[config.mk]
export PLATFORM = sky130hd
export DESIGN_NAME = mpr_ctrl_regs
export DESIGN_NICKNAME = d
export VERILOG_FILES = /design/src/hw/mpr_pkg.sv /design/src/hw/mpr_sync.sv /design/src/hw/mpr_ctrl_regs.sv
export SDC_FILE = /design/constraint.sdc
export NUM_CORES = 1
export LEC_CHECK = 0
export BUFFER_PORTS_ARGS = -buffer_cell sky130_fd_sc_hd__buf_2
export CORE_MARGIN = 1.5
export CORE_UTILIZATION = 50
export DETAILED_ROUTE_END_ITERATION = 12
export PLACE_DENSITY_LB_ADDON = 0.12
export SLEW_MARGIN = 25
export SYNTH_ARGS = -nofsm -noshare
export SYNTH_HDL_FRONTEND = slang
export SYNTH_HIERARCHICAL = 1
export SYNTH_SLANG_ARGS = --single-unit
[constraint.sdc]
create_clock -name clk -period 2.1 [get_ports clk]
set_input_delay 0.315 -clock clk [delete_from_list [all_inputs] [get_ports clk]]
set_output_delay 0.315 -clock clk [all_outputs]
set_load 0.02 [all_outputs]
[src/hw/mpr_pkg.sv]
package mpr_pkg;
  // Register indices on the serial host port
  localparam logic [6:0] MPR_ADDR_MOTION_CTRL = 7'h69;
  localparam logic [6:0] MPR_ADDR_USER_CTRL = 7'h6A;
  localparam logic [6:0] MPR_ADDR_PWR_PRI = 7'h6B;
  localparam logic [6:0] MPR_ADDR_PWR_SEC = 7'h6C;

  // Field positions, motion control
  localparam int MPR_MOTION_EN_BIT = 7;
  localparam int MPR_CMP_MODE_BIT = 6;
  localparam int MPR_CLAMP_OVR_BIT = 1;
  localparam int MPR_THR_AND_BIT = 0;
  // Field positions, user control
  localparam int MPR_FIFO_EN_BIT = 6;
  localparam int MPR_FIFO_RST_BIT = 2;
  localparam int MPR_PATH_RST_BIT = 0;
  // Field positions, primary power
  localparam int MPR_DEV_RST_BIT = 7;
  localparam int MPR_SLEEP_BIT = 6;
  localparam int MPR_CYCLE_BIT = 5;
  localparam int MPR_GSTBY_BIT = 4;
  localparam int MPR_TDIS_BIT = 3;
  localparam int MPR_CLK_SRC_LSB = 0;
  // Field positions, secondary power
  localparam int MPR_XA_STBY_BIT = 5;
  localparam int MPR_YA_STBY_BIT = 4;
  localparam int MPR_ZA_STBY_BIT = 3;

  // Values after reset
  localparam logic [7:0] MPR_RST_MOTION_CTRL = 8'h00;
  localparam logic [7:0] MPR_RST_USER_CTRL = 8'h00;
  localparam logic [7:0] MPR_RST_PWR_PRI = 8'h01;
  localparam logic [7:0] MPR_RST_PWR_SEC = 8'h00;
  // Stored bits; reserved and trigger bits read from elsewhere or zero
  localparam logic [7:0] MPR_MASK_MOTION_CTRL = 8'hC3;
  localparam logic [7:0] MPR_MASK_USER_CTRL = 8'h40;
  localparam logic [7:0] MPR_MASK_PWR_PRI = 8'h7F;
  localparam logic [7:0] MPR_MASK_PWR_SEC = 8'h3F;

  // Clock source codes
  localparam logic [2:0] MPR_CLK_AUTO_LO = 3'h1;
  localparam logic [2:0] MPR_CLK_AUTO_HI = 3'h5;
  localparam logic [2:0] MPR_CLK_STOP = 3'h7;

  // Timing
  localparam int MPR_CLK_HZ = 200_000_000;
  localparam int MPR_OSC_HZ = 20_000_000;
  localparam int MPR_FIFO_RST_CYCLES = (MPR_CLK_HZ + MPR_OSC_HZ - 1) / MPR_OSC_HZ;
  localparam int MPR_PATH_RST_CYCLES = MPR_FIFO_RST_CYCLES;
  localparam int MPR_DEV_RST_CYCLES = 16;
  localparam int MPR_WAKE_BASE_US = 1000;
  localparam int MPR_WAKE_BASE_CYCLES = MPR_WAKE_BASE_US * (MPR_CLK_HZ / 1_000_000);

  // Duty-cycle sequencer states
  typedef enum logic [2:0] {
    MPR_DC_OFF = 3'b001,
    MPR_DC_SLEEP = 3'b010,
    MPR_DC_SAMPLE = 3'b100
  } mpr_dc_e;

  // Host register request
  typedef struct packed {
    logic wr;
    logic rd;
    logic [6:0] addr;
    logic [7:0] wdata;
  } mpr_req_s;

  // Host register answer
  typedef struct packed {
    logic valid;
    logic [7:0] data;
  } mpr_rsp_s;

  // Controls toward the sensor core
  typedef struct packed {
    logic motion_detect_enable;
    logic compare_prev;
    logic clamp_override;
    logic threshold_and;
    logic wake_on_motion_irq;
    logic fifo_enable;
    logic fifo_reset;
    logic path_reset;
    logic sensor_clear;
    logic device_reset;
    logic sleep_mode;
    logic gyro_drive_en;
    logic gyro_sense_en;
    logic pll_en;
    logic temp_en;
    logic [2:0] accel_axis_en;
    logic wake;
    logic accel_sample;
    logic clk_use_pll;
    logic clk_stop;
  } mpr_ctrl_s;

  // Whole state of the register bank
  typedef struct packed {
    logic [7:0] motion;
    logic [7:0] user;
    logic [7:0] pwr1;
    logic [7:0] pwr2;
    logic [4:0] dev_cnt;
    logic [3:0] fifo_cnt;
    logic [3:0] path_cnt;
    mpr_dc_e dc;
    logic [31:0] base_cnt;
    logic [7:0] div_cnt;
    mpr_rsp_s rsp;
    mpr_ctrl_s ctrl;
  } mpr_state_s;
endpackage

[src/hw/mpr_sync.sv]
`timescale 1ns/1ps
// Three-stage pin synchroniser with agreement filter
module mpr_sync #(
  parameter int W = 4
) (
  input wire logic clk,
  input wire logic reset,
  input wire logic [W-1:0] d,
  output logic [W-1:0] q
);
  import mpr_pkg::*;

  // All stages in one state word
  typedef struct packed {
    logic [W-1:0] s1;
    logic [W-1:0] s2;
    logic [W-1:0] s3;
    logic [W-1:0] q;
  } mpr_sync_s;

  mpr_sync_s r;
  mpr_sync_s n;

  // First stage feeds only the second
  always_comb begin
    n = r;
    n.s1 = d;
    n.s2 = r.s1;
    n.s3 = r.s2;
    for (int i = 0; i < W; i++) begin
      // Change taken only once stages two and three agree
      if (r.s2[i] == r.s3[i]) begin
        n.q[i] = r.s3[i];
      end
    end
  end

  // State register
  always_ff @(posedge clk) begin
    if (reset) begin
      r <= '0;
    end else begin
      r <= n;
    end
  end

  assign q = r.q;
endmodule

[src/hw/mpr_ctrl_regs.sv]
`timescale 1ns/1ps
// Overview of operation
// - Motion bit seven enables wake-on-motion logic
// - Compare mode one compares against previous sample
// - Clamp override bit lifts output limit
// - Threshold combine: zero ORs, one ANDs axes
// - Buffer enable gates buffer and host access
// - Buffer reset pulses one oscillator cycle, self-clears
// - Path reset resets paths, clears sensor outputs
// - Device reset restores defaults, then self-clears
// - Sleep bit puts device to sleep
// - Duty cycle alternates sleep and single accel sample
// - No enabled axes: wake without sampling
// - Gyro standby keeps drive and PLL, drops sense
// - Thermal disable bit turns off temperature sensor
// - Clock field: oscillator, auto PLL, or stop
// - Clock field resets to one
// - Secondary power bits five to three stop axes
module mpr_ctrl_regs #(
  parameter int WAKE_BASE_CYCLES = mpr_pkg::MPR_WAKE_BASE_CYCLES
) (
  input wire logic clk,
  input wire logic reset,
  input wire mpr_pkg::mpr_req_s host_req,
  output mpr_pkg::mpr_rsp_s host_rsp,
  input wire logic [7:0] sample_rate_divider,
  input wire logic pll_ready,
  input wire logic [2:0] axis_over_thresh,
  output mpr_pkg::mpr_ctrl_s ctrl
);
  import mpr_pkg::*;

  mpr_state_s r; // Registered state
  mpr_state_s n; // Next state
  logic [3:0] pin_q; // Synchronised pins
  logic pll_ok; // PLL ready, filtered
  logic [2:0] hit; // Per-axis threshold hits

  // Pins arrive from the analog side, so filter them
  mpr_sync #(
    .W(4)
  ) u_sync (
    .clk(clk),
    .reset(reset),
    .d({pll_ready, axis_over_thresh}),
    .q(pin_q)
  );

  assign pll_ok = pin_q[3];
  assign hit = pin_q[2:0];

  // Next-state logic
  always_comb begin
    logic dev_busy;
    logic wr_motion;
    logic wr_user;
    logic wr_pwr1;
    logic wr_pwr2;
    logic cycle_ok;
    logic [2:0] axis_en;
    logic [2:0] clk_code;
    logic thr_or;
    logic thr_and;
    logic gyro_on;
    dev_busy = 1'b0;
    wr_motion = 1'b0;
    wr_user = 1'b0;
    wr_pwr1 = 1'b0;
    wr_pwr2 = 1'b0;
    cycle_ok = 1'b0;
    axis_en = 3'h0;
    clk_code = 3'h0;
    thr_or = 1'b0;
    thr_and = 1'b0;
    gyro_on = 1'b0;
    n = r;

    // Writes are ignored while the device reset is running
    dev_busy = (r.dev_cnt != 5'h00);

    // Address decode for writes
    if (!host_req.wr || dev_busy) begin
      wr_motion = 1'b0;
    end else if (host_req.addr == MPR_ADDR_MOTION_CTRL) begin
      wr_motion = 1'b1;
    end else if (host_req.addr == MPR_ADDR_USER_CTRL) begin
      wr_user = 1'b1;
    end else if (host_req.addr == MPR_ADDR_PWR_PRI) begin
      wr_pwr1 = 1'b1;
    end else if (host_req.addr == MPR_ADDR_PWR_SEC) begin
      wr_pwr2 = 1'b1;
    end

    // Storage of the plain read/write fields
    if (wr_motion) begin
      n.motion = host_req.wdata & MPR_MASK_MOTION_CTRL;
    end
    if (wr_user) begin
      n.user = host_req.wdata & MPR_MASK_USER_CTRL;
    end
    if (wr_pwr1) begin
      n.pwr1 = host_req.wdata & MPR_MASK_PWR_PRI;
    end
    if (wr_pwr2) begin
      n.pwr2 = host_req.wdata & MPR_MASK_PWR_SEC;
    end

    // Buffer reset: a rewrite mid-pulse does not stretch it
    if (r.fifo_cnt != 4'h0) begin
      n.fifo_cnt = r.fifo_cnt - 4'h1;
    end else if (wr_user && host_req.wdata[MPR_FIFO_RST_BIT]) begin
      n.fifo_cnt = 4'(MPR_FIFO_RST_CYCLES);
    end

    // Signal path reset, same pulse width
    if (r.path_cnt != 4'h0) begin
      n.path_cnt = r.path_cnt - 4'h1;
    end else if (wr_user && host_req.wdata[MPR_PATH_RST_BIT]) begin
      n.path_cnt = 4'(MPR_PATH_RST_CYCLES);
    end

    // Device reset holds every field at default until done
    if (dev_busy) begin
      n.dev_cnt = r.dev_cnt - 5'h01;
    end else if (wr_pwr1 && host_req.wdata[MPR_DEV_RST_BIT]) begin
      n.dev_cnt = 5'(MPR_DEV_RST_CYCLES);
    end
    if (n.dev_cnt != 5'h00) begin
      n.motion = MPR_RST_MOTION_CTRL;
      n.user = MPR_RST_USER_CTRL;
      n.pwr1 = MPR_RST_PWR_PRI;
      n.pwr2 = MPR_RST_PWR_SEC;
      n.fifo_cnt = 4'h0;
      n.path_cnt = 4'h0;
    end

    // Readback; status bits show the running self-clearing pulses
    n.rsp.valid = host_req.rd;
    n.rsp.data = 8'h00;
    if (!host_req.rd) begin
      n.rsp.data = 8'h00;
    end else if (host_req.addr == MPR_ADDR_MOTION_CTRL) begin
      n.rsp.data = r.motion;
    end else if (host_req.addr == MPR_ADDR_USER_CTRL) begin
      n.rsp.data = r.user;
      n.rsp.data[MPR_FIFO_RST_BIT] = (r.fifo_cnt != 4'h0);
      n.rsp.data[MPR_PATH_RST_BIT] = (r.path_cnt != 4'h0);
    end else if (host_req.addr == MPR_ADDR_PWR_PRI) begin
      n.rsp.data = r.pwr1;
      n.rsp.data[MPR_DEV_RST_BIT] = dev_busy;
    end else if (host_req.addr == MPR_ADDR_PWR_SEC) begin
      n.rsp.data = r.pwr2;
    end

    // Axis enables from the standby bits
    axis_en[2] = !r.pwr2[MPR_XA_STBY_BIT];
    axis_en[1] = !r.pwr2[MPR_YA_STBY_BIT];
    axis_en[0] = !r.pwr2[MPR_ZA_STBY_BIT];

    // Clock source decode; codes 0 and 6 fall to the oscillator
    clk_code = r.pwr1[MPR_CLK_SRC_LSB +: 3];
    n.ctrl.clk_stop = (clk_code == MPR_CLK_STOP);
    n.ctrl.clk_use_pll = (clk_code >= MPR_CLK_AUTO_LO)
      && (clk_code <= MPR_CLK_AUTO_HI) && pll_ok;

    // Duty cycling only without sleep, standby or a stopped clock
    cycle_ok = r.pwr1[MPR_CYCLE_BIT] && !r.pwr1[MPR_SLEEP_BIT]
      && !r.pwr1[MPR_GSTBY_BIT] && !n.ctrl.clk_stop;

    // Duty-cycle sequencer
    n.ctrl.wake = 1'b0;
    n.ctrl.accel_sample = 1'b0;
    case (r.dc)
      MPR_DC_OFF: begin
        n.base_cnt = 32'h0;
        n.div_cnt = 8'h00;
        if (cycle_ok) begin
          n.dc = MPR_DC_SLEEP;
        end
      end
      MPR_DC_SLEEP: begin
        if (!cycle_ok) begin
          n.dc = MPR_DC_OFF;
        end else if (r.base_cnt != 32'(WAKE_BASE_CYCLES - 1)) begin
          n.base_cnt = r.base_cnt + 32'h1;
        end else if (r.div_cnt != sample_rate_divider) begin
          // Divider stretches the sleep by whole base periods
          n.base_cnt = 32'h0;
          n.div_cnt = r.div_cnt + 8'h01;
        end else begin
          n.base_cnt = 32'h0;
          n.div_cnt = 8'h00;
          n.dc = MPR_DC_SAMPLE;
          n.ctrl.wake = 1'b1;
          n.ctrl.accel_sample = (axis_en != 3'h0);
        end
      end
      MPR_DC_SAMPLE: begin
        // One cycle awake, then back to sleep
        n.dc = cycle_ok ? MPR_DC_SLEEP : MPR_DC_OFF;
      end
      default: begin
        n.dc = MPR_DC_OFF;
      end
    endcase

    // Wake-on-motion combine over the enabled axes
    thr_or = |(hit & axis_en);
    thr_and = (axis_en != 3'h0) && (&(hit | ~axis_en));
    n.ctrl.wake_on_motion_irq = r.motion[MPR_MOTION_EN_BIT] &&
      (r.motion[MPR_THR_AND_BIT] ? thr_and : thr_or);

    // Motion controls straight from the register
    n.ctrl.motion_detect_enable = r.motion[MPR_MOTION_EN_BIT];
    n.ctrl.compare_prev = r.motion[MPR_CMP_MODE_BIT];
    n.ctrl.clamp_override = r.motion[MPR_CLAMP_OVR_BIT];
    n.ctrl.threshold_and = r.motion[MPR_THR_AND_BIT];

    // Buffer enable follows its bit; reset strobes track their counters
    n.ctrl.fifo_enable = r.user[MPR_FIFO_EN_BIT];
    n.ctrl.fifo_reset = (n.fifo_cnt != 4'h0);
    n.ctrl.path_reset = (n.path_cnt != 4'h0);
    n.ctrl.sensor_clear = (n.path_cnt != 4'h0);
    n.ctrl.device_reset = (n.dev_cnt != 5'h00);

    // Power domains
    n.ctrl.sleep_mode = r.pwr1[MPR_SLEEP_BIT];
    gyro_on = !r.pwr1[MPR_SLEEP_BIT] && !r.pwr1[MPR_CYCLE_BIT];
    n.ctrl.gyro_drive_en = gyro_on;
    n.ctrl.pll_en = gyro_on && !n.ctrl.clk_stop;
    n.ctrl.gyro_sense_en = gyro_on && !r.pwr1[MPR_GSTBY_BIT];
    n.ctrl.temp_en = !r.pwr1[MPR_TDIS_BIT] && !r.pwr1[MPR_SLEEP_BIT];
    n.ctrl.accel_axis_en = r.pwr1[MPR_SLEEP_BIT] ? 3'h0 : axis_en;
  end

  // State register; the clock field comes up as auto select
  always_ff @(posedge clk) begin
    if (reset) begin
      r <= '0;
      r.motion <= MPR_RST_MOTION_CTRL;
      r.user <= MPR_RST_USER_CTRL;
      r.pwr1 <= MPR_RST_PWR_PRI;
      r.pwr2 <= MPR_RST_PWR_SEC;
      r.dc <= MPR_DC_OFF;
    end else begin
      r <= n;
    end
  end

  assign host_rsp = r.rsp;
  assign ctrl = r.ctrl;
endmodule

==> results of run 1 <==
==> layout make-up <==
class	count	area (µm²)
Timing Repair Buffer	95	576
Clock inverter	14	148
Tap cell	136	170
Fill cell	877	4010
Inverter	18	67.6
Sequential cell	120	2400
Clock buffer	18	428
Multi-Input combinational cell	394	2520
==> layout by cell type, fill, tap and decap left out, types with 7 or more instances in the layout <==
cell type	synthesis	final
sky130_fd_sc_hd__or3_1	7	7
sky130_fd_sc_hd__dfxtp_1	120	120
sky130_fd_sc_hd__nor2b_1	12	11
sky130_fd_sc_hd__mux2i_1	16	16
sky130_fd_sc_hd__nand3_1	27	26
sky130_fd_sc_hd__clkbuf_16	0	16
sky130_fd_sc_hd__nand4_1	18	18
sky130_fd_sc_hd__xor2_1	28	28
sky130_fd_sc_hd__a21oi_1	30	29
sky130_fd_sc_hd__a22oi_1	9	9
sky130_fd_sc_hd__buf_4	36	32
sky130_fd_sc_hd__nand2_1	27	27
sky130_fd_sc_hd__xnor2_1	15	15
sky130_fd_sc_hd__nor2_1	83	82
sky130_fd_sc_hd__buf_2	11	61
sky130_fd_sc_hd__o21ai_0	16	16
sky130_fd_sc_hd__inv_1	18	18
sky130_fd_sc_hd__nor3_1	16	16
sky130_fd_sc_hd__and3_1	8	8
==> metal layers <==
layer | share of wire (%) | GRT usage, % | vias up
met2 | 48 | 35.0 | 110
li1 | - | - | 2105
met4 | 0.82 | 6.95 | 0
met3 | 4.6 | 6.01 | 8
met5 | 0 | 0 | -
met1 | 46 | 25.1 | 2005
==> worst paths after layout <==
| path | end | startpoint | cells after the start | slack, ps |
|---|---|---|---|---|
| setup reg to reg | r[50]$_SDFFE_PP0P_ | r[63]$_SDFFE_PP0P_ | 8 | 110 |
| hold reg to reg | u_sync/n[4]$_SDFF_PP0_ | u_sync/n[8]$_SDFF_PP0_ | 1 | 430 |
| setup / recovery | r[50]$_SDFFE_PP0P_ | r[63]$_SDFFE_PP0P_ | 8 | 110 |
| hold / removal | u_sync/n[11]$_SDFF_PP0_ | pll_ready | 2 | 10 |
==> power by group through the flow <==
stage	logic, mW	clock network, mW	registers (mW)
2_1_floorplan	0.436	0	2.43
3_3_place_gp	0.602	0	2.43
3_5_place_dp	0.608	0	2.43
4_1_cts	0.628	2.85	2.39
5_1_grt	0.746	2.97	2.40
6_report	0.685	2.81	2.39
==> flip-flops by register name, indices dropped and copies added (netlist names) <==
| signal | cells |
|---|---|
| r | 68 |
| ctrl | 21 |
| host_rsp | 9 |
| u_sync/n | 8 |
| n | 6 |
| u_sync/q | 4 |
| u_sync/r | 4 |
==> worst register-to-register path, delay by kind of cell (launching register included) <==
family | cells | cell delay (ps)
buffers and inverters | 2 | 370
flip-flops | 1 | 350
AND/OR/NAND/NOR | 5 | 1050
AO/OA/AOI/OAI | 1 | 100
==> cells in the mapped netlist (4+ instances only) <==
| cell type | number |
|---|---|
| sky130_fd_sc_hd__nand4_1 | 18 |
| sky130_fd_sc_hd__dfxtp_1 | 120 |
| sky130_fd_sc_hd__nand2b_1 | 6 |
| sky130_fd_sc_hd__xnor2_1 | 15 |
| sky130_fd_sc_hd__nand2_1 | 27 |
| sky130_fd_sc_hd__a22oi_1 | 9 |
| sky130_fd_sc_hd__or3_1 | 7 |
| sky130_fd_sc_hd__nor2b_2 | 4 |
| sky130_fd_sc_hd__and2_1 | 6 |
| sky130_fd_sc_hd__and4_1 | 4 |
| sky130_fd_sc_hd__o21ai_0 | 16 |
| sky130_fd_sc_hd__xor2_1 | 28 |
| sky130_fd_sc_hd__mux2i_1 | 16 |
| sky130_fd_sc_hd__and3_1 | 8 |
| sky130_fd_sc_hd__ha_1 | 6 |
| sky130_fd_sc_hd__nor3_1 | 16 |
| sky130_fd_sc_hd__nor2b_1 | 12 |
| sky130_fd_sc_hd__nor2_1 | 83 |
| sky130_fd_sc_hd__and2b_2 | 6 |
| sky130_fd_sc_hd__a21oi_1 | 30 |
| sky130_fd_sc_hd__inv_1 | 18 |
| sky130_fd_sc_hd__clkbuf_1 | 5 |
| sky130_fd_sc_hd__buf_4 | 36 |
| sky130_fd_sc_hd__nand3_1 | 27 |
| sky130_fd_sc_hd__buf_2 | 11 |
| sky130_fd_sc_hd__a31oi_1 | 4 |
| sky130_fd_sc_hd__nor4_1 | 6 |
==> cells by family (layout without fill, tap and decap cells) <==
logic type                 after synthesis  count (layout)  synth area share [%]
adders and majority gates                6               6                  1.42
buffers and inverters                   73             145                  8.26
muxes                                   17              17                  3.23
DFF                                    120             120                  45.3
xor gates and xnor gates                43              43                  7.10
and+or+nand+nor                        251             251                  25.6
AOI/OAI and AO/OA                       77              77                  9.11
==> metrics by stage <==
| step | util (%) | power, mW |
|---|---|---|
| 3_3_place_gp | 54.7 | 3.03 |
| 6_report | 61.1 | 5.89 |
| 2_1_floorplan | - | 2.86 |
| 5_1_grt | 61.1 | 6.11 |
| 4_1_cts | 60.4 | 5.87 |
| 3_5_place_dp | 54.7 | 3.04 |
==> repair_timing <==
| action | in CTS | in global routing |
|---|---|---|
| setup endpoints to repair | 5 | 67 |
| hold buffers | 1 | 0 |
| hold endpoints to repair | 1 | 0 |
| cloned | 0 | 0 |
| setup buffers | 0 | 3 |
| gates resized for setup | 1 | 14 |
| pin swaps | 0 | 2 |
==> flow_metrics.env, run 1 <==
export IMPL_routed_via_count=4228
export IMPL_cts_num_sinks=120
export IMPL_synthesis_nets=624
export IMPL_worstSetupStartpointType="flip-flop"
export IMPL_worst_path_buf_inv=2
export IMPL_layout_worst_path_cycle_share_pct=94.9
export IMPL_starting_density_of_the_core_pct=51.4
export IMPL_report_final_slew_viol_count=0
export IMPL_preCtsSetupSlack_ps=34.3
export IMPL_postSynth_topFlopCell="sky130_fd_sc_hd__dfxtp_1"
export IMPL_max_clock_path_buffers=2
export IMPL_synth_cell_types=57
export IMPL_p_int_mw=4.38
export IMPL_final_layout_size_suffix_gt1_share_pct=24.3
export IMPL_power_density_mw_per_mm2=934
export IMPL_die_h_um=106
export IMPL_power_switching_mw=1.52
export IMPL_timing_clock_skew_ps=10.2
export IMPL_grt_first_pass_wirelength_um=18300
export IMPL_clk_pwr_share_pct=47.7
export IMPL_max_slew_margin_rel_pct=67.9
export IMPL_setup_viol_count_final=0
export IMPL_avg_cell_area_syn_um2=9.03
export IMPL_gr_total_overflow=0
export IMPL_drtPass1Iterations=4
export IMPL_grt_antenna_before_repair=0
export IMPL_netlist_area_mm2=0.00530
export IMPL_layout_area_overhead_vs_synth_pct=19.1
export IMPL_power_share_switching_pct=25.7
export IMPL_drtIter0Drc=220
export IMPL_clkLatencyLatePin_ps=520
export IMPL_timing_worst_setup_path_type="flip-flop to flip-flop"
export IMPL_hold_path_class="input port to flip-flop"
export IMPL_finalSetupTns_ps=0
export IMPL_total_leakage_power_nw=2.39
export IMPL_track_usage_pct=20.7
export IMPL_postRouteAntennaNets=0
export IMPL_timing_critical_path_max_delay_family="simple AND/OR/NAND/NOR gates"
export IMPL_placedInstanceArea_mm2=0.00564
export IMPL_synth_sequential_area_ratio_pct=45.3
export IMPL_timing_fmax_ghz=0.502
export IMPL_critical_path_endpoint_type="flip-flop"
export IMPL_clock_tree_root_cell="sky130_fd_sc_hd__clkbuf_8"
export IMPL_row_count=37
export IMPL_post_route_min_period_ps=1990
export IMPL_synthTopCellsByArea="sky130_fd_sc_hd__dfxtp_1 (45%), sky130_fd_sc_hd__nor2_1 (5.9%), sky130_fd_sc_hd__buf_4 (5.1%)"
export IMPL_drv_max_cap_violation_count=0
export IMPL_post_layout_nonfiller_instances=795
export IMPL_post_dp_hpwl_um=7650
export IMPL_wire_per_inst_um=13.9
export IMPL_die_area_mm2=0.0112
export IMPL_core_area_mm2=0.0103
export IMPL_grt_pass1_vias=3969
export IMPL_cp_data_required_time_ps=2510
export IMPL_status="finished, final reports clean"
export IMPL_worst_path_largest_cell_delay_ps=350
export IMPL_cts_tree="yes"
export IMPL_clk_pin_slew_ps=60
export IMPL_hold_viol=0
export IMPL_crit_fanout=32
export IMPL_syn_instance_count=587
export IMPL_cts_made_buffers=17
export IMPL_ys_warn_count=6
export IMPL_globalplace_congestion=0.790
export IMPL_htreeDepth=4
export IMPL_worst_path_cell_trace="nor4b_1 -> nand3_1 -> nor4_4 -> buf_4 -> o21ai_4 -> or2b_1 -> buf_12 -> nor2_1"
export IMPL_fin_worst_hold_slack_ps=14.2
export IMPL_port_buffers=61
export IMPL_wl_um=11100
export IMPL_grt_start_max_net_pins=33
export IMPL_critPathArrivalTime_ps=2400
export IMPL_post_synth_top_area_fraction_pct=45.3
export IMPL_pwr_share_seq_pct=40.6
export IMPL_post_route_drc_count=0
export IMPL_synth_largest_area_cell="sky130_fd_sc_hd__dfxtp_1"
export IMPL_design_final_nets=683
export IMPL_antennaDiodeCount=0
export IMPL_vias_per_std_cell=5.32
export IMPL_post_route_worst_setup_slack_ps=106
export IMPL_dp_cells=759
export IMPL_async_reset_ff_share_pct=0
export IMPL_timing_critical_path_slowest_stage_cell="sky130_fd_sc_hd__dfxtp_1"
export IMPL_ir_drop_mv=0.532
export IMPL_synth_edff_count=0
export IMPL_die_x_um=106
export IMPL_power_frac_comb_pct=11.6
export IMPL_post_route_cell_area_mm2=0.00631
export IMPL_postSynthRegisterBits=120
export IMPL_num_io_pins=62
export IMPL_tightest_slew_ps=478
No activity file was read; power rests on OpenSTA's default activity.
==> inputs of run 2 (changes only) <==
--- a/config.mk
+++ b/config.mk
@@ -5,7 +5,7 @@
 export SDC_FILE = /design/constraint.sdc
 export NUM_CORES = 1
 export LEC_CHECK = 0
-export BUFFER_PORTS_ARGS = -buffer_cell sky130_fd_sc_hd__buf_2
+export BUFFER_PORTS_ARGS = -buffer_cell sky130_fd_sc_hd__clkbuf_2
 export CORE_MARGIN = 1.5
 export CORE_UTILIZATION = 50
 export DETAILED_ROUTE_END_ITERATION = 12
@@ -13,5 +13,4 @@
 export SLEW_MARGIN = 25
 export SYNTH_ARGS = -nofsm -noshare
 export SYNTH_HDL_FRONTEND = slang
-export SYNTH_HIERARCHICAL = 1
 export SYNTH_SLANG_ARGS = --single-unit
==> run 2 against run 1 <==
Critical endpoint is now r[36]$_SDFFE_PP0P_. Critical path depth decreased by 3. Synthesized cell count up 4.1%. Routed wire length is 24% higher. Cell count rose by 9.4%. The run now ends with negative setup slack left.
==> flow_metrics.env, run 2 <==
export IMPL_port_buffers=61
export IMPL_ys_warn_count=0
export IMPL_design_final_nets=759
export IMPL_clk_pin_slew_ps=60
export IMPL_syn_instance_count=611
export IMPL_wire_per_inst_um=15.7
export IMPL_routed_via_count=4838
export IMPL_final_layout_size_suffix_gt1_share_pct=33.5
export IMPL_pwr_share_seq_pct=36.2
export IMPL_p_int_mw=4.96
export IMPL_post_route_worst_setup_slack_ps=-73.9
export IMPL_worst_path_cell_trace="or4_4 -> nor4_4 -> a21oi_4 -> or4_1 -> a211oi_2"
export IMPL_netlist_area_mm2=0.00544
export IMPL_total_leakage_power_nw=2.70
export IMPL_antennaDiodeCount=0
export IMPL_worstSetupStartpointType="flip-flop"
export IMPL_power_density_mw_per_mm2=920
export IMPL_regToRegSetupSlack_ps=-70
export IMPL_cp_data_required_time_ps=2530
export IMPL_grt_first_pass_wirelength_um=21400
export IMPL_timing_critical_path_max_delay_family="simple AND/OR/NAND/NOR gates"
export IMPL_cts_num_sinks=120
export IMPL_synthesis_nets=648
export IMPL_synth_sequential_area_ratio_pct=44.2
export IMPL_wl_um=13700
export IMPL_layout_area_overhead_vs_synth_pct=33.8
export IMPL_power_switching_mw=1.74
export IMPL_timing_fmax_ghz=0.460
export IMPL_finalSetupTns_ps=-400
export IMPL_drtPass1Iterations=5
export IMPL_layout_cells_most_common_list="sky130_fd_sc_hd__dfxtp_1 (113), sky130_fd_sc_hd__buf_4 (68), sky130_fd_sc_hd__clkbuf_2 (61)"
export IMPL_drtIter0Drc=246
export IMPL_gr_total_overflow=0
export IMPL_clock_tree_root_cell="sky130_fd_sc_hd__clkbuf_8"
export IMPL_hold_viol=0
export IMPL_worst_path_buf_inv=0
export IMPL_preCtsSetupSlack_ps=-206
export IMPL_cts_tree="yes"
export IMPL_timing_worst_setup_path_type="flip-flop to flip-flop"
export IMPL_globalplace_congestion=0.882
export IMPL_register_name_with_the_most_flops="r"
export IMPL_starting_density_of_the_core_pct=52.2
export IMPL_cts_made_buffers=17
export IMPL_setup_viol_count_final=19
export IMPL_post_synth_top_area_fraction_pct=44.2
export IMPL_post_route_drc_count=0
export IMPL_status="finished, violations left"
export IMPL_track_usage_pct=23.7
export IMPL_grt_setup_unrepaired="true"
export IMPL_critPathArrivalTime_ps=2600
export IMPL_timing_critical_path_slowest_stage_cell="sky130_fd_sc_hd__or4_4"
export IMPL_max_clock_path_buffers=2
export IMPL_postSynth_topFlopCell="sky130_fd_sc_hd__dfxtp_1"
export IMPL_layout_worst_path_cycle_share_pct=104
export IMPL_avg_cell_area_syn_um2=8.90
export IMPL_htreeDepth=4
export IMPL_power_frac_comb_pct=19.0
export IMPL_die_h_um=107
export IMPL_post_route_min_period_ps=2170
export IMPL_post_layout_nonfiller_instances=870
export IMPL_total_power_mw=6.70
export IMPL_hold_path_class="input port to flip-flop"
export IMPL_die_x_um=107
export IMPL_fin_worst_hold_slack_ps=28.2
export IMPL_grt_start_max_net_pins=48
export IMPL_critical_path_endpoint_type="flip-flop"
export IMPL_postSynthRegisterBits=120
export IMPL_violations="negative setup slack"
export IMPL_power_share_switching_pct=25.9
export IMPL_clk_pwr_share_pct=44.9
export IMPL_ir_drop_mv=0.750
export IMPL_synth_edff_count=0
export IMPL_synth_cell_types=57
export IMPL_clkLatencyLatePin_ps=510
export IMPL_core_area_mm2=0.0104
export IMPL_drv_max_cap_violation_count=0
export IMPL_post_dp_hpwl_um=9070
export IMPL_synth_largest_area_cell="sky130_fd_sc_hd__dfxtp_1"
export IMPL_dp_cells=824
export IMPL_num_io_pins=62
export IMPL_netlist_top_cells_count="sky130_fd_sc_hd__dfxtp_1 (120), sky130_fd_sc_hd__nor2_1 (60), sky130_fd_sc_hd__nand2_1 (35)"
export IMPL_postRouteAntennaNets=0
export IMPL_vias_per_std_cell=5.56
export IMPL_synthTopCellsByArea="sky130_fd_sc_hd__dfxtp_1 (44%), sky130_fd_sc_hd__buf_4 (4.3%), sky130_fd_sc_hd__nor2_1 (4.1%)"
export IMPL_die_area_mm2=0.0115
export IMPL_grt_pass1_vias=4561
export IMPL_timing_clock_skew_ps=9.63
export IMPL_report_final_slew_viol_count=0
export IMPL_worst_path_largest_cell_delay_ps=540
export IMPL_final_common_cell="sky130_fd_sc_hd__dfxtp_1"
export IMPL_crit_fanout=7
export IMPL_yosysMostFrequentCell="sky130_fd_sc_hd__dfxtp_1"
export IMPL_row_count=37
export IMPL_tightest_slew_ps=538
export IMPL_flip_flop_count_of_the_largest_register_after_layout=68
export IMPL_max_slew_margin_rel_pct=64.2
export IMPL_async_reset_ff_share_pct=0
export IMPL_grt_antenna_before_repair=0
[run 2: cell types whose count changed after synthesis, moves of 7 or more]
cell                       delta
sky130_fd_sc_hd__nor3_1      +11
sky130_fd_sc_hd__nand2_1      +8
sky130_fd_sc_hd__nor2_1      -23
sky130_fd_sc_hd__nor2b_1      +9
sky130_fd_sc_hd__clkbuf_1    +11
sky130_fd_sc_hd__xor2_1      -14
sky130_fd_sc_hd__o31ai_1      +8
sky130_fd_sc_hd__buf_2        -7
sky130_fd_sc_hd__or4_1       +11
sky130_fd_sc_hd__a211oi_1    +11
sky130_fd_sc_hd__nor4_1      +12
[run 2: power by group through the flow]
stage          logic, mW  registers (mW)  clock network [mW]
6_report            1.27            2.42                3.01
5_1_grt             1.35            2.43                3.16
4_1_cts            0.947            2.40                3.05
3_5_place_dp       0.870            2.45                   0
3_3_place_gp       0.854            2.45                   0
2_1_floorplan      0.522            2.45                   0
[run 2: routing by layer]
layer | up-vias | track usage [%] | wire length (µm)
met5 | - | 0 | 0
met4 | 0 | 8.10 | 160
met3 | 14 | 4.96 | 526
met2 | 123 | 41.5 | 7110
met1 | 2300 | 28.6 | 5900
li1 | 2401 | - | -
[run 2: worst paths after layout]
kind | startpoint | end | cells past startpoint
hold / removal | axis_over_thresh[2] | u_sync.n[10]$_SDFF_PP0_ | 2
hold reg to reg | u_sync.n[9]$_SDFF_PP0_ | u_sync.n[5]$_SDFF_PP0_ | 1
setup reg to reg | r[51]$_SDFFE_PP0P_ | r[36]$_SDFFE_PP0P_ | 5
setup / recovery | r[51]$_SDFFE_PP0P_ | r[36]$_SDFFE_PP0P_ | 5
[run 2: area by class of cell]
| class | instances | area [µm²] |
|---|---|---|
| Fill cell | 807 | 3140 |
| Clock buffer | 17 | 414 |
| Tap cell | 136 | 170 |
| Clock inverter | 14 | 199 |
| Inverter | 23 | 91.3 |
| Sequential cell | 120 | 2410 |
| Multi-Input combinational cell | 414 | 2930 |
| Timing Repair Buffer | 146 | 1070 |
[run 2: cells by family after synthesis]
kind of cell               count (synthesis)  synth area share (%)
AOI/OAI and AO/OA                         94                  11.5
xor gates and xnor gates                  34                  5.48
adders and majority gates                  6                  1.38
buffers and inverters                     78                  7.62
DFF                                      120                  44.2
muxes                                     18                  3.36
and+or+nand+nor                          261                  26.5
[run 2: what timing repair did]
action,in CTS,in global routing
hold buffers,1,0
resized for setup,11,68
pin swaps,9,20
gates cloned,1,1
endpoints found under the setup margin,16,62
setup buffers,7,5
hold endpoints to repair,1,0
[run 2: stage by stage]
| stage | instance area, µm² | util (%) |
|---|---|---|
| after floorplan | 5460 | - |
| after global placement | 6190 | 59.4 |
| after detailed placement | 6190 | 59.4 |
| after CTS | 6920 | 66.4 |
| after global routing | 7280 | 69.9 |
| final | 7280 | 69.9 |
==> inputs of run 3 (changes only) <==
--- a/config.mk
+++ b/config.mk
@@ -7,9 +7,10 @@
 export LEC_CHECK = 0
 export BUFFER_PORTS_ARGS = -buffer_cell sky130_fd_sc_hd__clkbuf_2
 export CORE_MARGIN = 1.5
-export CORE_UTILIZATION = 50
+export CORE_UTILIZATION = 45
 export DETAILED_ROUTE_END_ITERATION = 12
 export PLACE_DENSITY_LB_ADDON = 0.12
+export SETUP_SLACK_MARGIN = 0.5
 export SLEW_MARGIN = 25
 export SYNTH_ARGS = -nofsm -noshare
 export SYNTH_HDL_FRONTEND = slang
==> constraint.sdc (replaced) <==
create_clock -name clk -period 2.4 [get_ports clk]
set_input_delay 0.36 -clock clk [delete_from_list [all_inputs] [get_ports clk]]
set_output_delay 0.36 -clock clk [all_outputs]
set_load 0.02 [all_outputs]
==> run 3 against run 2 <==
The run now ends clean. Largest cell class unchanged. Core utilization is 5.7 points lower. Highest routed layer unchanged. Combinational power hardly changed. Routed wire length increased by 1.7%. Design area up 2.4%. First-iteration DRC count grew 26%.
==> flow_metrics.env, run 3 (synthesis gave the netlist of run 2 again) <==
export IMPL_status="finished, final reports clean"
export IMPL_clock_tree_root_cell="sky130_fd_sc_hd__clkbuf_16"
export IMPL_critPathArrivalTime_ps=2520
export IMPL_flip_flop_count_of_the_largest_register_after_layout=68
export IMPL_worstHoldStart="axis_over_thresh[0]"
export IMPL_post_route_drc_count=0
export IMPL_power_density_mw_per_mm2=809
export IMPL_grt_pass1_vias=4636
export IMPL_die_h_um=113
export IMPL_timing_fmax_ghz=0.450
export IMPL_port_buffers=61
export IMPL_die_area_mm2=0.0128
export IMPL_tightest_slew_ps=550
export IMPL_final_layout_size_suffix_gt1_share_pct=37.2
export IMPL_cts_num_sinks=120
export IMPL_die_x_um=113
export IMPL_layout_area_overhead_vs_synth_pct=37.0
export IMPL_timing_reg2reg_worst_path_depth=8
export IMPL_timing_clock_skew_ps=13.0
export IMPL_gr_total_overflow=0
export IMPL_drv_max_cap_violation_count=0
export IMPL_worst_path_cell_trace="or4_4 -> nor4_4 -> buf_6 -> a21oi_4 -> buf_6 -> o21ai_4 -> clkbuf_16 -> a21oi_1"
export IMPL_ir_drop_mv=0.501
export IMPL_vias_per_std_cell=5.64
export IMPL_clk_pin_slew_ps=50
export IMPL_starting_density_of_the_core_pct=46.8
export IMPL_post_dp_hpwl_um=8800
export IMPL_layout_cells_most_common_list="sky130_fd_sc_hd__dfxtp_1 (102), sky130_fd_sc_hd__clkbuf_2 (61), sky130_fd_sc_hd__buf_4 (42)"
export IMPL_preCtsSetupSlack_ps=166
export IMPL_num_io_pins=62
export IMPL_drtPass1Iterations=6
export IMPL_rr_endpoint="r[70]$_SDFFE_PP0P_"
export IMPL_timing_worst_setup_path_type="flip-flop to flip-flop"
export IMPL_regToRegSetupSlack_ps=180
export IMPL_grt_first_pass_wirelength_um=22400
export IMPL_worst_path_buf_inv=3
export IMPL_max_clock_path_buffers=2
export IMPL_finalSetupTns_ps=0
export IMPL_timing_critical_path_slowest_stage_cell="sky130_fd_sc_hd__or4_4"
export IMPL_r2r_start="r[69]$_SDFFE_PP0P_"
export IMPL_routed_via_count=4845
export IMPL_grt_antenna_before_repair=0
export IMPL_cts_made_buffers=17
export IMPL_timing_critical_path_max_delay_family="simple AND/OR/NAND/NOR gates"
export IMPL_clkLatencyLatePin_ps=420
export IMPL_worstSetupStartpointType="flip-flop"
export IMPL_dp_cells=786
export IMPL_report_final_slew_viol_count=0
export IMPL_hold_viol=0
export IMPL_critical_path_endpoint_type="flip-flop"
export IMPL_hold_path_class="input port to flip-flop"
export IMPL_crit_path_to="r[70]$_SDFFE_PP0P_"
export IMPL_cp_data_required_time_ps=2700
export IMPL_globalplace_congestion=0.827
export IMPL_grt_setup_unrepaired="true"
export IMPL_post_route_min_period_ps=2220
export IMPL_setup_viol_count_final=0
export IMPL_htreeDepth=4
export IMPL_register_name_with_the_most_flops="r"
export IMPL_grt_start_max_net_pins=26
export IMPL_core_area_mm2=0.0116
export IMPL_crit_fanout=6
export IMPL_post_layout_nonfiller_instances=859
export IMPL_startpoint="r[69]$_SDFFE_PP0P_"
export IMPL_max_slew_margin_rel_pct=62.4
export IMPL_worst_path_most_repeated_cell="sky130_fd_sc_hd__buf_6"
export IMPL_design_final_nets=742
export IMPL_track_usage_pct=22.3
export IMPL_cts_tree="yes"
export IMPL_row_count=39
export IMPL_final_common_cell="sky130_fd_sc_hd__dfxtp_1"
export IMPL_layout_worst_path_cycle_share_pct=92.5
export IMPL_total_leakage_power_nw=2.66
export IMPL_postRouteAntennaNets=0
export IMPL_post_route_worst_setup_slack_ps=179
export IMPL_wl_um=13900
export IMPL_total_power_mw=6.03
export IMPL_wire_per_inst_um=16.2
export IMPL_path_depth=8
export IMPL_antennaDiodeCount=0
export IMPL_drtIter0Drc=309
export IMPL_worst_path_largest_cell_delay_ps=540
-- run 3: cell types whose count changed in the layout (fill, tap and decap cells not counted), sizes merged --
cell	change
clkinv	-3
buf	-17
clkinvlp	-1
dlygate4sd3	-1
clkbuf	+6
inv	-2
-- run 3: worst register-to-register path: stages (launching register included) --
cell	delay, ps
sky130_fd_sc_hd__dfxtp_2	330
sky130_fd_sc_hd__or4_4	540
sky130_fd_sc_hd__nor4_4	290
sky130_fd_sc_hd__buf_6	160
sky130_fd_sc_hd__a21oi_4	80
sky130_fd_sc_hd__buf_6	140
sky130_fd_sc_hd__o21ai_4	290
sky130_fd_sc_hd__clkbuf_16	220
sky130_fd_sc_hd__a21oi_1	40
-- run 3: worst min-delay path by stage --
stage	slack, ps	to	cells after the start
after CTS	140	u_sync.n[8]$_SDFF_PP0_	2
final	150	u_sync.n[8]$_SDFF_PP0_	2
after global placement	420	u_sync.n[5]$_SDFF_PP0_	1
after global routing	140	u_sync.n[8]$_SDFF_PP0_	2
after detailed placement	420	u_sync.n[5]$_SDFF_PP0_	1
after floorplan	410	u_sync.n[4]$_SDFF_PP0_	1
-- run 3: power by group --
part           leakage, nW  internal [mW]  switching, mW
sequential           0.981           2.06         0.0645
combinational         1.37          0.662          0.577
clock                0.305           1.81          0.862
total                 2.66           4.53           1.50
-- run 3: cell type report --
cell class	instances	area (µm²)
Clock buffer	22	475
Clock inverter	8	144
Fill cell	892	4160
Inverter	23	91.3
Multi-Input combinational cell	414	3110
Sequential cell	120	2430
Tap cell	143	179
Timing Repair Buffer	129	1020
-- run 3: repair_timing --
action	CTS	global route
pin swaps	28	24
resized for setup	67	61
cloned	4	2
setup endpoints to repair	72	72
hold buffers	0	0
buffers inserted	26	11
-- run 3: stage by stage --
stage / cell area, µm² / hold slack, ps / utilization (%)
after global routing: 7450 / 144 / 64.2
after floorplan: 5630 / 414 / -
after global placement: 5940 / 422 / 51.2
after detailed placement: 5940 / 422 / 51.2
after CTS: 7110 / 143 / 61.2
final: 7450 / 153 / 64.2
-- run 3: routing by layer --
| metal | part of all wire (%) | vias to the layer above | global-route usage (%) |
|---|---|---|---|
| met2 | 51 | 128 | 38.5 |
| li1 | - | 2361 | - |
| met1 | 42 | 2332 | 25.5 |
| met3 | 4.8 | 24 | 6.80 |
| met5 | 0 | - | 0 |
| met4 | 1.9 | 0 | 9.58 |
